### config.mk
export PLATFORM = sky130hd
export DESIGN_NAME = serial_channel
export DESIGN_NICKNAME = d
export VERILOG_FILES = /design/src/design/serial_channel_pkg.sv /design/src/design/serial_channel.sv /design/src/design/sck_edge_sync.sv
export VERILOG_INCLUDE_DIRS = /design/src /design/src/design
export SDC_FILE = /design/constraint.sdc
export NUM_CORES = 1
export LEC_CHECK = 0
export BUFFER_PORTS_ARGS = -buffer_cell sky130_fd_sc_hd__buf_2
export CAP_MARGIN = 20
export CORE_ASPECT_RATIO = 0.75
export CORE_MARGIN = 2
export CORE_UTILIZATION = 60
export CTS_CLUSTER_SIZE = 8
export DETAILED_ROUTE_END_ITERATION = 12
export PLACE_DENSITY = 0.85
export SETUP_SLACK_MARGIN = 0.2
export SLEW_MARGIN = 0
export SYNTH_ARGS = -nofsm -noshare
export SYNTH_HDL_FRONTEND = slang
export SYNTH_SLANG_ARGS = --single-unit
### constraint.sdc
create_clock -name aclk -period 3.48 [get_ports aclk]
set_input_delay 0.87 -clock aclk [delete_from_list [all_inputs] [get_ports aclk]]
set_output_delay 0.87 -clock aclk [all_outputs]
set_load 0.01 [all_outputs]
### src/design/serial_channel_consts.svh
`ifndef SERIAL_CHANNEL_CONSTS_SVH
`define SERIAL_CHANNEL_CONSTS_SVH
// register byte offsets
`define OFS_COMM_OP_HIGH     8'h00
`define OFS_COMM_OP_LOW      8'h04
`define OFS_CHAN_MODE_HIGH   8'h08
`define OFS_CHAN_MODE_LOW    8'h0C
`define OFS_IRQ_REQ_LOW      8'h10
`define OFS_IRQ_MASK_LOW     8'h14
`define OFS_START_TRIG       8'h18
`define OFS_STOP_TRIG        8'h1C
`define OFS_TX_DATA          8'h20
`define OFS_RX_DATA          8'h24
`define OFS_EVT_STATUS       8'h28
`define OFS_EVT_CLEAR        8'h2C
`define OFS_EVT_ENABLE       8'h30
`define OFS_PRESCALE         8'h34
// field positions
`define B_TX_EN        7
`define B_RX_EN        6
`define B_ERR_IRQ_EN   2
`define B_PARITY_HI    1
`define B_PARITY_LO    0
`define B_BIT_ORDER    7
`define B_STOP_HI      5
`define B_STOP_LO      4
`define B_CHAR_LEN     0
`define B_OP_CLK_SEL   7
`define B_XFER_CLK     6
`define B_START_SRC    0
`define B_RX_INVERT    6
`define B_MODE_HI      2
`define B_MODE_LO      1
`define B_IRQ_SRC      0
`define B_CHAN_IRQ     3
// reset values
`define RST_COMM_OP_HIGH   8'h00
`define RST_COMM_OP_LOW    8'h07
`define RST_CHAN_MODE_HIGH 8'h00
`define RST_CHAN_MODE_LOW  8'h20
`define RST_IRQ_MASK_LOW   8'h08
`define RST_PRESCALE       8'h10
// event bits
`define EV_XFER_END   0
`define EV_BUF_EMPTY  1
`define EV_PARITY_ERR 2
`define EV_W          3
// axi responses
`define RESP_OKAY   2'b00
`define RESP_SLVERR 2'b10
`define CHAR_LEN_SHORT 4'h7
`define CHAR_LEN_LONG  4'h8
`endif

### src/design/serial_channel_pkg.sv
/*
  types shared by the serial channel design.
  assumes the constants header is compiled alongside.
*/
package serial_channel_pkg;
  typedef enum logic [1:0] {mode_csi_type_v, mode_uart_type_v, mode_i2c_type_v,
                            mode_bad_type_v} chan_mode_type;
  typedef enum logic {xfer_idle, xfer_shift} xfer_state_type;
endpackage

### src/design/serial_channel.sv
/*
  one serial channel used as a clocked-serial slave, with its mode and
  control registers on axi4-lite and two level interrupts, chan_irq and irq_out.
  assumes the master drives sck, cs_n and mosi asynchronously to aclk.
*/
// What this block does
// - parity field selects none, zero, even, odd
// - bit order bit picks msb or lsb first
// - stop field gives zero to three bits
// - csi character is seven or eight bits
// - op clock from prescaler output a or b
// - transfer clock divided op clock or sck pin
// - start by software or receive pin edge
// - receive inversion picks falling or rising start
// - mode field selects csi, uart, i2c
// - irq on transfer end or buffer empty
// - pending flag set by event, cleared by software
// - mask bit blocks channel interrupt when set
// - start write sets enable, enters wait state
// - error irq enable gates parity error event
`timescale 1ns/100ps
`include "serial_channel_consts.svh"
module serial_channel
  import serial_channel_pkg::*;
#(
  parameter int ADDR_W = 8
) (
  input  wire logic              aclk,
  input  wire logic              aresetn,
  input  wire logic [ADDR_W-1:0] s_axi_awaddr,
  input  wire logic              s_axi_awvalid,
  output logic                   s_axi_awready,
  input  wire logic [31:0]       s_axi_wdata,
  input  wire logic [3:0]        s_axi_wstrb,
  input  wire logic              s_axi_wvalid,
  output logic                   s_axi_wready,
  output logic [1:0]             s_axi_bresp,
  output logic                   s_axi_bvalid,
  input  wire logic              s_axi_bready,
  input  wire logic [ADDR_W-1:0] s_axi_araddr,
  input  wire logic              s_axi_arvalid,
  output logic                   s_axi_arready,
  output logic [31:0]            s_axi_rdata,
  output logic [1:0]             s_axi_rresp,
  output logic                   s_axi_rvalid,
  input  wire logic              s_axi_rready,
  input  wire logic              sck_in,
  input  wire logic              cs_n_in,
  input  wire logic              mosi_in,
  output logic                   miso_out,
  output logic                   miso_oe,
  output logic                   chan_irq,
  output logic                   irq_out
);
  logic [7:0]        comm_op_high_reg;
  logic [7:0]        comm_op_low_reg;
  logic [7:0]        channel_mode_high_reg;
  logic [7:0]        channel_mode_low_reg;
  logic              chan_irq_pending_reg;
  logic              chan_irq_block_reg;
  logic              chan_op_enabled_reg;
  logic [7:0]        prescaler_setting_reg;
  logic [7:0]        tx_data_reg;
  logic [7:0]        rx_data_reg;
  logic              tx_full_reg;
  logic [`EV_W-1:0]  evt_status_reg;
  logic [`EV_W-1:0]  evt_enable_reg;
  logic [`EV_W-1:0]  evt_set;
  logic [ADDR_W-1:0] aw_addr_reg;
  logic              aw_have_reg;
  logic [31:0]       w_data_reg;
  logic [3:0]        w_strb_reg;
  logic              w_have_reg;
  logic              wr_fire;
  logic              wr_hit;
  logic [7:0]        wbyte;
  logic              sck_level;
  logic              sck_rise;
  logic              sck_fall;
  logic              cs_meta_reg;
  logic              cs_sync_reg;
  logic              cs_last_reg;
  logic              cs_fall;
  logic              xfer_start;
  logic [7:0]        tx_ordered;
  logic              rx_meta_reg;
  logic              rx_sync_reg;
  logic              rx_last_reg;
  logic [7:0]        pre_cnt_reg;
  logic              prescaler_out_a;
  logic              prescaler_out_b;
  logic              channel_op_clock;
  logic              transfer_clock;
  logic              start_edge;
  xfer_state_type    xfer_state_reg;
  logic [7:0]        shift_out_reg;
  logic [7:0]        shift_in_reg;
  logic [3:0]        bit_cnt_reg;
  logic              parity_acc_reg;
  logic              xfer_done;
  logic              parity_err;
  logic              sample_edge;
  logic              drive_edge;
  chan_mode_type     chan_mode;
  logic [1:0]        parity_sel;
  logic [1:0]        stop_len;
  logic [3:0]        char_len;

  // msb-first or lsb-first slot of a byte
  function automatic logic [7:0] order_byte(input logic [7:0] d, input logic lsb_first);
    logic [7:0] r;
    r = d;
    if (lsb_first) begin
      for (int i = 0; i < 8; i++) begin
        r[i] = d[7-i];
      end
    end
    return r;
  endfunction

  assign chan_mode  = chan_mode_type'({channel_mode_low_reg[`B_MODE_HI],
                                       channel_mode_low_reg[`B_MODE_LO]});
  assign parity_sel = {comm_op_high_reg[`B_PARITY_HI], comm_op_high_reg[`B_PARITY_LO]};
  assign stop_len   = {comm_op_low_reg[`B_STOP_HI], comm_op_low_reg[`B_STOP_LO]};
  assign char_len   = comm_op_low_reg[`B_CHAR_LEN] ? `CHAR_LEN_LONG : `CHAR_LEN_SHORT;

  ////////////////////////////////////////////////////////////////////////////
  // axi4-lite write path
  assign wr_fire = aw_have_reg & w_have_reg & ~s_axi_bvalid;
  assign wbyte   = w_strb_reg[0] ? w_data_reg[7:0] : 8'h00;
  assign wr_hit  = wr_fire & w_strb_reg[0];

  always_ff @(posedge aclk) begin
    if (!aresetn) begin
      aw_have_reg   <= 1'b0;
      w_have_reg    <= 1'b0;
      aw_addr_reg   <= '0;
      w_data_reg    <= 32'h0000_0000;
      w_strb_reg    <= 4'h0;
      s_axi_awready <= 1'b0;
      s_axi_wready  <= 1'b0;
      s_axi_bvalid  <= 1'b0;
      s_axi_bresp   <= `RESP_OKAY;
    end else begin
      s_axi_awready <= ~aw_have_reg & ~s_axi_awready & s_axi_awvalid;
      s_axi_wready  <= ~w_have_reg & ~s_axi_wready & s_axi_wvalid;
      if (s_axi_awvalid & s_axi_awready) begin
        aw_have_reg <= 1'b1;
        aw_addr_reg <= s_axi_awaddr;
      end
      if (s_axi_wvalid & s_axi_wready) begin
        w_have_reg <= 1'b1;
        w_data_reg <= s_axi_wdata;
        w_strb_reg <= s_axi_wstrb;
      end
      if (wr_fire) begin
        aw_have_reg  <= 1'b0;
        w_have_reg   <= 1'b0;
        s_axi_bvalid <= 1'b1;
        s_axi_bresp  <= (aw_addr_reg > `OFS_PRESCALE || aw_addr_reg[1:0] != 2'b00)
                        ? `RESP_SLVERR : `RESP_OKAY;
      end else if (s_axi_bready) begin
        s_axi_bvalid <= 1'b0;
      end
    end
  end

  always_ff @(posedge aclk) begin
    if (!aresetn) begin
      comm_op_high_reg      <= `RST_COMM_OP_HIGH;
      comm_op_low_reg       <= `RST_COMM_OP_LOW;
      channel_mode_high_reg <= `RST_CHAN_MODE_HIGH;
      channel_mode_low_reg  <= `RST_CHAN_MODE_LOW;
      chan_irq_block_reg    <= 1'b1;
      prescaler_setting_reg <= `RST_PRESCALE;
      evt_enable_reg        <= '0;
    end else if (wr_hit) begin
      unique case (aw_addr_reg)
        `OFS_COMM_OP_HIGH:   comm_op_high_reg      <= wbyte;
        `OFS_COMM_OP_LOW:    comm_op_low_reg       <= wbyte;
        `OFS_CHAN_MODE_HIGH: channel_mode_high_reg <= wbyte;
        `OFS_CHAN_MODE_LOW:  channel_mode_low_reg  <= wbyte;
        `OFS_IRQ_MASK_LOW:   chan_irq_block_reg    <= wbyte[`B_CHAN_IRQ];
        `OFS_PRESCALE:       prescaler_setting_reg <= wbyte;
        `OFS_EVT_ENABLE:     evt_enable_reg        <= wbyte[`EV_W-1:0];
        default: ;
      endcase
    end
  end

  // start sets the enable, stop clears it; writing zero does nothing
  always_ff @(posedge aclk) begin
    if (!aresetn) begin
      chan_op_enabled_reg <= 1'b0;
    end else if (wr_hit && aw_addr_reg == `OFS_START_TRIG && wbyte[0]) begin
      chan_op_enabled_reg <= 1'b1;
    end else if (wr_hit && aw_addr_reg == `OFS_STOP_TRIG && wbyte[0]) begin
      chan_op_enabled_reg <= 1'b0;
    end
  end

  ////////////////////////////////////////////////////////////////////////////
  // axi4-lite read path
  always_ff @(posedge aclk) begin
    if (!aresetn) begin
      s_axi_arready <= 1'b0;
      s_axi_rvalid  <= 1'b0;
      s_axi_rdata   <= 32'h0000_0000;
      s_axi_rresp   <= `RESP_OKAY;
    end else begin
      s_axi_arready <= ~s_axi_arready & ~s_axi_rvalid & s_axi_arvalid;
      if (s_axi_arvalid & s_axi_arready) begin
        s_axi_rvalid <= 1'b1;
        s_axi_rresp  <= `RESP_OKAY;
        unique case (s_axi_araddr)
          `OFS_COMM_OP_HIGH:   s_axi_rdata <= {24'h00_0000, comm_op_high_reg};
          `OFS_COMM_OP_LOW:    s_axi_rdata <= {24'h00_0000, comm_op_low_reg};
          `OFS_CHAN_MODE_HIGH: s_axi_rdata <= {24'h00_0000, channel_mode_high_reg};
          `OFS_CHAN_MODE_LOW:  s_axi_rdata <= {24'h00_0000, channel_mode_low_reg};
          `OFS_IRQ_REQ_LOW:    s_axi_rdata <= {28'h000_0000, chan_irq_pending_reg, 3'b000};
          `OFS_IRQ_MASK_LOW:   s_axi_rdata <= {28'h000_0000, chan_irq_block_reg, 3'b000};
          `OFS_START_TRIG:     s_axi_rdata <= {31'h0000_0000, chan_op_enabled_reg};
          `OFS_TX_DATA:        s_axi_rdata <= {23'h00_0000, tx_full_reg, tx_data_reg};
          `OFS_RX_DATA:        s_axi_rdata <= {24'h00_0000, rx_data_reg};
          `OFS_EVT_STATUS:     s_axi_rdata <= {29'h0000_0000, evt_status_reg};
          `OFS_EVT_ENABLE:     s_axi_rdata <= {29'h0000_0000, evt_enable_reg};
          `OFS_PRESCALE:       s_axi_rdata <= {24'h00_0000, prescaler_setting_reg};
          `OFS_STOP_TRIG, `OFS_EVT_CLEAR: s_axi_rdata <= 32'h0000_0000;
          default: begin
            s_axi_rdata <= 32'h0000_0000;
            s_axi_rresp <= `RESP_SLVERR;
          end
        endcase
      end else if (s_axi_rready) begin
        s_axi_rvalid <= 1'b0;
      end
    end
  end

  ////////////////////////////////////////////////////////////////////////////
  // prescaler and clock selection, all as enables on aclk
  always_ff @(posedge aclk) begin
    if (!aresetn) begin
      pre_cnt_reg <= 8'h00;
    end else begin
      pre_cnt_reg <= pre_cnt_reg + 8'h01;
    end
  end
  // output a runs every four cycles, output b once per 256 cycles when the count equals the setting
  assign prescaler_out_a  = (pre_cnt_reg[1:0] == 2'b11);
  assign prescaler_out_b  = (pre_cnt_reg == prescaler_setting_reg);
  assign channel_op_clock = channel_mode_high_reg[`B_OP_CLK_SEL]
                            ? prescaler_out_b : prescaler_out_a;

  sck_edge_sync sck_sync_u (
    .aclk      (aclk),
    .aresetn   (aresetn),
    .pin_in    (sck_in),
    .level_out (sck_level),
    .rise_out  (sck_rise),
    .fall_out  (sck_fall)
  );

  always_ff @(posedge aclk) begin
    if (!aresetn) begin
      cs_meta_reg <= 1'b1;
      cs_sync_reg <= 1'b1;
      cs_last_reg <= 1'b1;
      rx_meta_reg <= 1'b1;
      rx_sync_reg <= 1'b1;
      rx_last_reg <= 1'b1;
    end else begin
      cs_meta_reg <= cs_n_in;
      cs_sync_reg <= cs_meta_reg;
      cs_last_reg <= cs_sync_reg;
      rx_meta_reg <= mosi_in;
      rx_sync_reg <= rx_meta_reg;
      rx_last_reg <= rx_sync_reg;
    end
  end

  // external clock: sample on rise, drive on fall; internal: op clock ticks, sample while synced sck is high, drive while low
  assign transfer_clock = channel_mode_high_reg[`B_XFER_CLK] ? sck_rise
                                                             : channel_op_clock;
  assign sample_edge = channel_mode_high_reg[`B_XFER_CLK] ? sck_rise
                       : (channel_op_clock & sck_level);
  assign drive_edge  = channel_mode_high_reg[`B_XFER_CLK] ? sck_fall
                       : (channel_op_clock & ~sck_level);
  // start bit edge, polarity chosen by the inversion bit
  assign start_edge = channel_mode_low_reg[`B_RX_INVERT]
                      ? (rx_sync_reg & ~rx_last_reg)
                      : (~rx_sync_reg & rx_last_reg);
  assign cs_fall    = ~cs_sync_reg & cs_last_reg;
  assign tx_ordered = order_byte(tx_data_reg, comm_op_low_reg[`B_BIT_ORDER]);
  // wait state: software trigger, or receive edge when selected; a slave
  // under software start waits for a fresh cs_n fall, so an open frame never restarts
  assign xfer_start = (xfer_state_reg == xfer_idle) & chan_op_enabled_reg &
                      (channel_mode_high_reg[`B_START_SRC] ? start_edge
                       : (channel_mode_high_reg[`B_XFER_CLK] ? cs_fall : 1'b1));

  ////////////////////////////////////////////////////////////////////////////
  // shifter; in slave mode cs_n frames the character
  assign xfer_done  = (xfer_state_reg == xfer_shift) & sample_edge & (bit_cnt_reg == 4'h1);
  // parity check on the last received bit for even and odd only
  assign parity_err = xfer_done & parity_sel[1] & (chan_mode == mode_uart_type_v) &
                      (parity_acc_reg ^ rx_sync_reg ^ parity_sel[0]);

  always_ff @(posedge aclk) begin
    if (!aresetn) begin
      xfer_state_reg <= xfer_idle;
      shift_out_reg  <= 8'h00;
      shift_in_reg   <= 8'h00;
      bit_cnt_reg    <= 4'h0;
      parity_acc_reg <= 1'b0;
      rx_data_reg    <= 8'h00;
      tx_full_reg    <= 1'b0;
      tx_data_reg    <= 8'h00;
      miso_out       <= 1'b1;
      miso_oe        <= 1'b0;
    end else begin
      if (wr_hit && aw_addr_reg == `OFS_TX_DATA) begin
        tx_data_reg <= wbyte;
        tx_full_reg <= 1'b1;
      end
      miso_oe <= chan_op_enabled_reg & comm_op_high_reg[`B_TX_EN] & ~cs_sync_reg;
      unique case (xfer_state_reg)
        xfer_idle: begin
          if (xfer_start) begin
            xfer_state_reg <= xfer_shift;
            shift_out_reg  <= tx_ordered;
            tx_full_reg    <= 1'b0;
            bit_cnt_reg    <= char_len + ((chan_mode == mode_uart_type_v)
                              ? {2'b00, stop_len} + {3'b000, (parity_sel != 2'b00)}
                              : 4'h0);
            parity_acc_reg <= 1'b0;
            miso_out       <= tx_ordered[7];
          end
        end
        xfer_shift: begin
          // a frame cut short by cs_n rising is dropped, not resumed later
          if (!chan_op_enabled_reg || (channel_mode_high_reg[`B_XFER_CLK] && cs_sync_reg)) begin
            xfer_state_reg <= xfer_idle;
          end else if (sample_edge) begin
            shift_in_reg   <= {shift_in_reg[6:0], rx_sync_reg};
            parity_acc_reg <= parity_acc_reg ^ rx_sync_reg;
            bit_cnt_reg    <= bit_cnt_reg - 4'h1;
            if (bit_cnt_reg == 4'h1) begin
              xfer_state_reg <= xfer_idle;
              rx_data_reg    <= order_byte({shift_in_reg[6:0], rx_sync_reg},
                                           comm_op_low_reg[`B_BIT_ORDER]);
            end
          end else if (drive_edge) begin
            shift_out_reg <= {shift_out_reg[6:0], 1'b0};
            miso_out      <= shift_out_reg[6];
          end
        end
      endcase
    end
  end

  ////////////////////////////////////////////////////////////////////////////
  // events and interrupts; a set in the clearing cycle wins
  assign evt_set[`EV_XFER_END]   = xfer_done;
  // loading the buffered character into the shifter empties the buffer
  assign evt_set[`EV_BUF_EMPTY]  = xfer_start & tx_full_reg;
  assign evt_set[`EV_PARITY_ERR] = parity_err & comm_op_high_reg[`B_ERR_IRQ_EN];

  always_ff @(posedge aclk) begin
    if (!aresetn) begin
      evt_status_reg <= '0;
    end else begin
      evt_status_reg <= (evt_status_reg &
                         ~((wr_hit && aw_addr_reg == `OFS_EVT_CLEAR) ? wbyte[`EV_W-1:0] : '0))
                        | evt_set;
    end
  end

  always_ff @(posedge aclk) begin
    if (!aresetn) begin
      chan_irq_pending_reg <= 1'b0;
    end else if (channel_mode_low_reg[`B_IRQ_SRC] ? evt_set[`EV_BUF_EMPTY]
                                                  : evt_set[`EV_XFER_END]) begin
      chan_irq_pending_reg <= 1'b1;
    end else if (wr_hit && aw_addr_reg == `OFS_IRQ_REQ_LOW && !wbyte[`B_CHAN_IRQ]) begin
      chan_irq_pending_reg <= 1'b0;
    end
  end

  always_ff @(posedge aclk) begin
    if (!aresetn) begin
      chan_irq <= 1'b0;
      irq_out  <= 1'b0;
    end else begin
      chan_irq <= chan_irq_pending_reg & ~chan_irq_block_reg;
      irq_out  <= |(evt_status_reg & evt_enable_reg);
    end
  end

  ////////////////////////////////////////////////////////////////////////////
  pending_irq_masked_a: assert property (@(posedge aclk) disable iff (!aresetn)
    chan_irq_block_reg |=> !chan_irq) else $error("irq passed the mask");
  start_sets_enable_a: assert property (@(posedge aclk) disable iff (!aresetn)
    (wr_hit && aw_addr_reg == `OFS_START_TRIG && wbyte[0]) |=> chan_op_enabled_reg)
    else $error("start did not enable");
  done_sets_flag_a: assert property (@(posedge aclk) disable iff (!aresetn)
    (xfer_done && !channel_mode_low_reg[`B_IRQ_SRC]) |=> chan_irq_pending_reg)
    else $error("transfer end lost");
  err_gated_a: assert property (@(posedge aclk) disable iff (!aresetn)
    !comm_op_high_reg[`B_ERR_IRQ_EN] |-> !evt_set[`EV_PARITY_ERR])
    else $error("error event not masked");
  char_length_a: assert property (@(posedge aclk) disable iff (!aresetn)
    (xfer_start && chan_mode == mode_csi_type_v) |=> (bit_cnt_reg ==
    ($past(comm_op_low_reg[`B_CHAR_LEN]) ? `CHAR_LEN_LONG : `CHAR_LEN_SHORT)))
    else $error("csi length wrong");
  one_bit_step_a: assert property (@(posedge aclk) disable iff (!aresetn)
    (xfer_state_reg == xfer_shift && chan_op_enabled_reg && !cs_sync_reg && sample_edge)
    |=> (bit_cnt_reg == $past(bit_cnt_reg) - 4'h1)) else $error("bit count skipped");
endmodule

### src/design/sck_edge_sync.sv
/*
  two-flop synchroniser for one pin, with rise and fall pulses taken
  from the second and third stages.
  assumes the pin is asynchronous to aclk.
*/
`timescale 1ns/100ps
module sck_edge_sync (
  input  wire logic aclk,
  input  wire logic aresetn,
  input  wire logic pin_in,
  output logic      level_out,
  output logic      rise_out,
  output logic      fall_out
);
  logic meta_reg;
  logic sync_reg;
  logic last_reg;

  always_ff @(posedge aclk) begin
    if (!aresetn) begin
      meta_reg <= 1'b0;
      sync_reg <= 1'b0;
      last_reg <= 1'b0;
      rise_out <= 1'b0;
      fall_out <= 1'b0;
    end else begin
      meta_reg <= pin_in;
      sync_reg <= meta_reg;
      last_reg <= sync_reg;
      rise_out <= sync_reg & ~last_reg;
      fall_out <= ~sync_reg & last_reg;
    end
  end
  assign level_out = last_reg;
endmodule

==> out/qor.txt <==
Fraction of layout cells with a size suffix above 1 -> 15.5%
Critical path, cell by cell -> or2_2, ha_1, ha_1, and2_1, ha_1, a21o_1, a21oi_1, xnor2_1, nor2_1, a21oi_1, o32ai_1
Pre-Repair DR Iteration Count -> 5
Max reg flops -> 9
Count leader, synth -> dfxtp_1
Setup bufs post-CTS -> 0
MaxCap Viol Count -> 0
Ant diodes -> 0
Syn Inst Count -> 765
Core area -> 11000 um^2
Final instance area -> 7620 um^2
Startpoint Class -> flop
Final cycle utilization of the critical path -> 72.3%
Area of the multi-input gates -> 3610 um^2
Max FO, Critical Path -> 4
FMAX -> 397 MHz
Clock Latency Late Sink -> 0.42 ns
Mean Syn Cell Area -> 8.95 um^2
CP required -> 3.81 ns
Clk_skew -> 0.00749 ns
Synth async-reset ratio -> 0%
Post-Layout Cell Count -> 951
Placed insts -> 919
Total grt overflow -> 0
Remaining DRCs -> 0
Post-synth EDFFs -> 0
I/O pin total -> 107
Final Setup Violations -> 0
Worst path top cell family by delay -> adder cells
First-pass GRT wire length -> 28200 um
CTS max path bufs -> 2
Pwr/cell area -> 487 nW/um^2
Final antenna-violating net count -> 0
Worst IR Drop VDD -> 0.000343 V
Die height -> 96.5 um
Die width -> 127 um
DRT iter0 DRCs -> 530
Ys flop type -> dfxtp_1
Seq/Total Area, Yosys -> 42.1%
Crit path arrival time -> 2.85 ns
Htree depth -> 4
RSZ-0062 raised after global routing -> no
Sequential Area -> 2880 um^2
Post-route setup TNS -> 0 ns
Buffers and inverters on the worst path -> 0
Synth area leaders -> dfxtp_1 42%, mux2i_1 11%, nand2_1 5.3%
Max_slew headroom -> 32.1%
Final design utilization -> 69.2%
Post-cts sizing count -> 0
Largest register by flop count -> s_axi_rdata
Worst hold margin -> 0.403 ns
DP HPWL -> 12400 um
Total GRT Usage -> 30.0%
Leakage -> 3.27 nW
Fill cell count -> 857
Critical Path Sink Type -> flop
WL final -> 17800 um
# clock sinks -> 144
DR vias -> 5769
Root Driver -> clkbuf_16
Final nets -> 869
Top post-synthesis cells by count -> 144 x dfxtp_1, 96 x nand2_1, 78 x mux2i_1
GP Congestion -> 0.919
Inserted Clock Buffers -> 17
Largest net degree at the start of global routing -> 55
Critical path type -> reg -> reg
Post-synthesis cell area -> 6850 um^2
Slowest CP cell -> dfxtp_1
Hold crit path type -> reg -> reg
Min Tclk post-route -> 2.52 ns
YS warnings -> 0
Placed Area -> 7020 um^2
Top cell type's share of synthesized area -> 42.1%
Initial core utilization -> 62.1%
Layout area overhead -> 11.3%
Reg clk slew, reported paths -> 0.06 ns
Status -> complete, no violations
Cts hold-fix bufs -> 0
Die area -> 12300 um^2
Std cell rows -> 33
Most frequent CP cell -> ha_1
# port buffers -> 54
Initial antenna violation count -> 1
Library cells used by synthesis -> 77
Vias in the first global route -> 5538
Final Max Tran Viols -> 0
WL per Instance -> 18.7 um
Leading area contributor after synthesis -> dfxtp_1
Max stage delay on crit path -> 0.35 ns
CTS tree -> done
Final Hold Violating Endpoints -> 0
Synth Register Bits -> 144
Post-DR vias/cell -> 6.07
Actual slew at the worst max-slew pin -> 1.02 ns
==> layout by cell type, fill, tap and decap left out, drive strengths merged, types with 9 or more instances in the layout <==
master  count
a21oi      47
a22oi       9
and2       19
buf        59
clkbuf     22
conb       25
dfxtp     144
inv        10
mux2i      78
nand2      98
nand2b      9
nand3      33
nor2       78
nor2b      10
nor3       10
o21ai      30
o31ai      10
xor2       11
==> cells by family (layout without fill, tap and decap cells) <==
family	Yosys count	in the layout	synth area share, %
DFF	144	144	42.1
xor gates and xnor gates	18	18	2.30
AOI/OAI and AO/OA	131	131	12.3
and+or+nand+nor	293	293	21.0
other	1	25	0.0548
buffers and inverters	79	101	6.47
muxes	89	89	13.9
adders and majority gates	10	10	1.90
==> power by group <==
part	total, mW	switching (mW)	internal [mW]
Combinational	0.152	0.104	0.0482
Sequential	1.69	0.0208	1.67
Clock	1.87	0.691	1.18
Total	3.71	0.816	2.90
==> area by class of cell <==
| cell class | count | share of cell area (%) |
|---|---|---|
| multi-input cells | 566 | 47.4 |
| flip-flops and latches | 144 | 37.8 |
| clock buffers | 22 | 6.22 |
| repair buffers | 59 | 4.04 |
| well taps | 140 | 2.30 |
| clock inverters | 10 | 1.76 |
| inverters | 10 | 0.492 |
==> metrics by stage <==
| stage | total power, mW | worst slack [ns] |
|---|---|---|
| 2_1_floorplan | 1.84 | 1.20 |
| 3_5_place_dp | 1.87 | 0.943 |
| 4_1_cts | 3.71 | 0.978 |
| 6_report | 3.71 | 0.962 |
| 5_1_grt | 3.81 | 0.819 |
| 3_3_place_gp | 1.87 | 0.970 |
==> per-layer routing <==
layer | up-vias | wire (um) | GRT usage [%]
met4 | 0 | 310 | 10.3
li1 | 2691 | - | -
met2 | 259 | 8080 | 49.2
met3 | 28 | 1730 | 10.2
met5 | - | 0 | 0
met1 | 2791 | 7690 | 37.4
==> worst paths after layout <==
check	endpoint	slack [ns]	from	cells past startpoint
max	bit_cnt_reg[3]	0.96	comm_op_high_reg[0]	11
min	sck_sync_u.fall_out	0.40	sck_sync_u.sync_reg	1
max reg2reg	bit_cnt_reg[3]	0.96	comm_op_high_reg[0]	11
min reg2reg	sck_sync_u.fall_out	0.40	sck_sync_u.sync_reg	1
(Power assumes the default switching activity.)
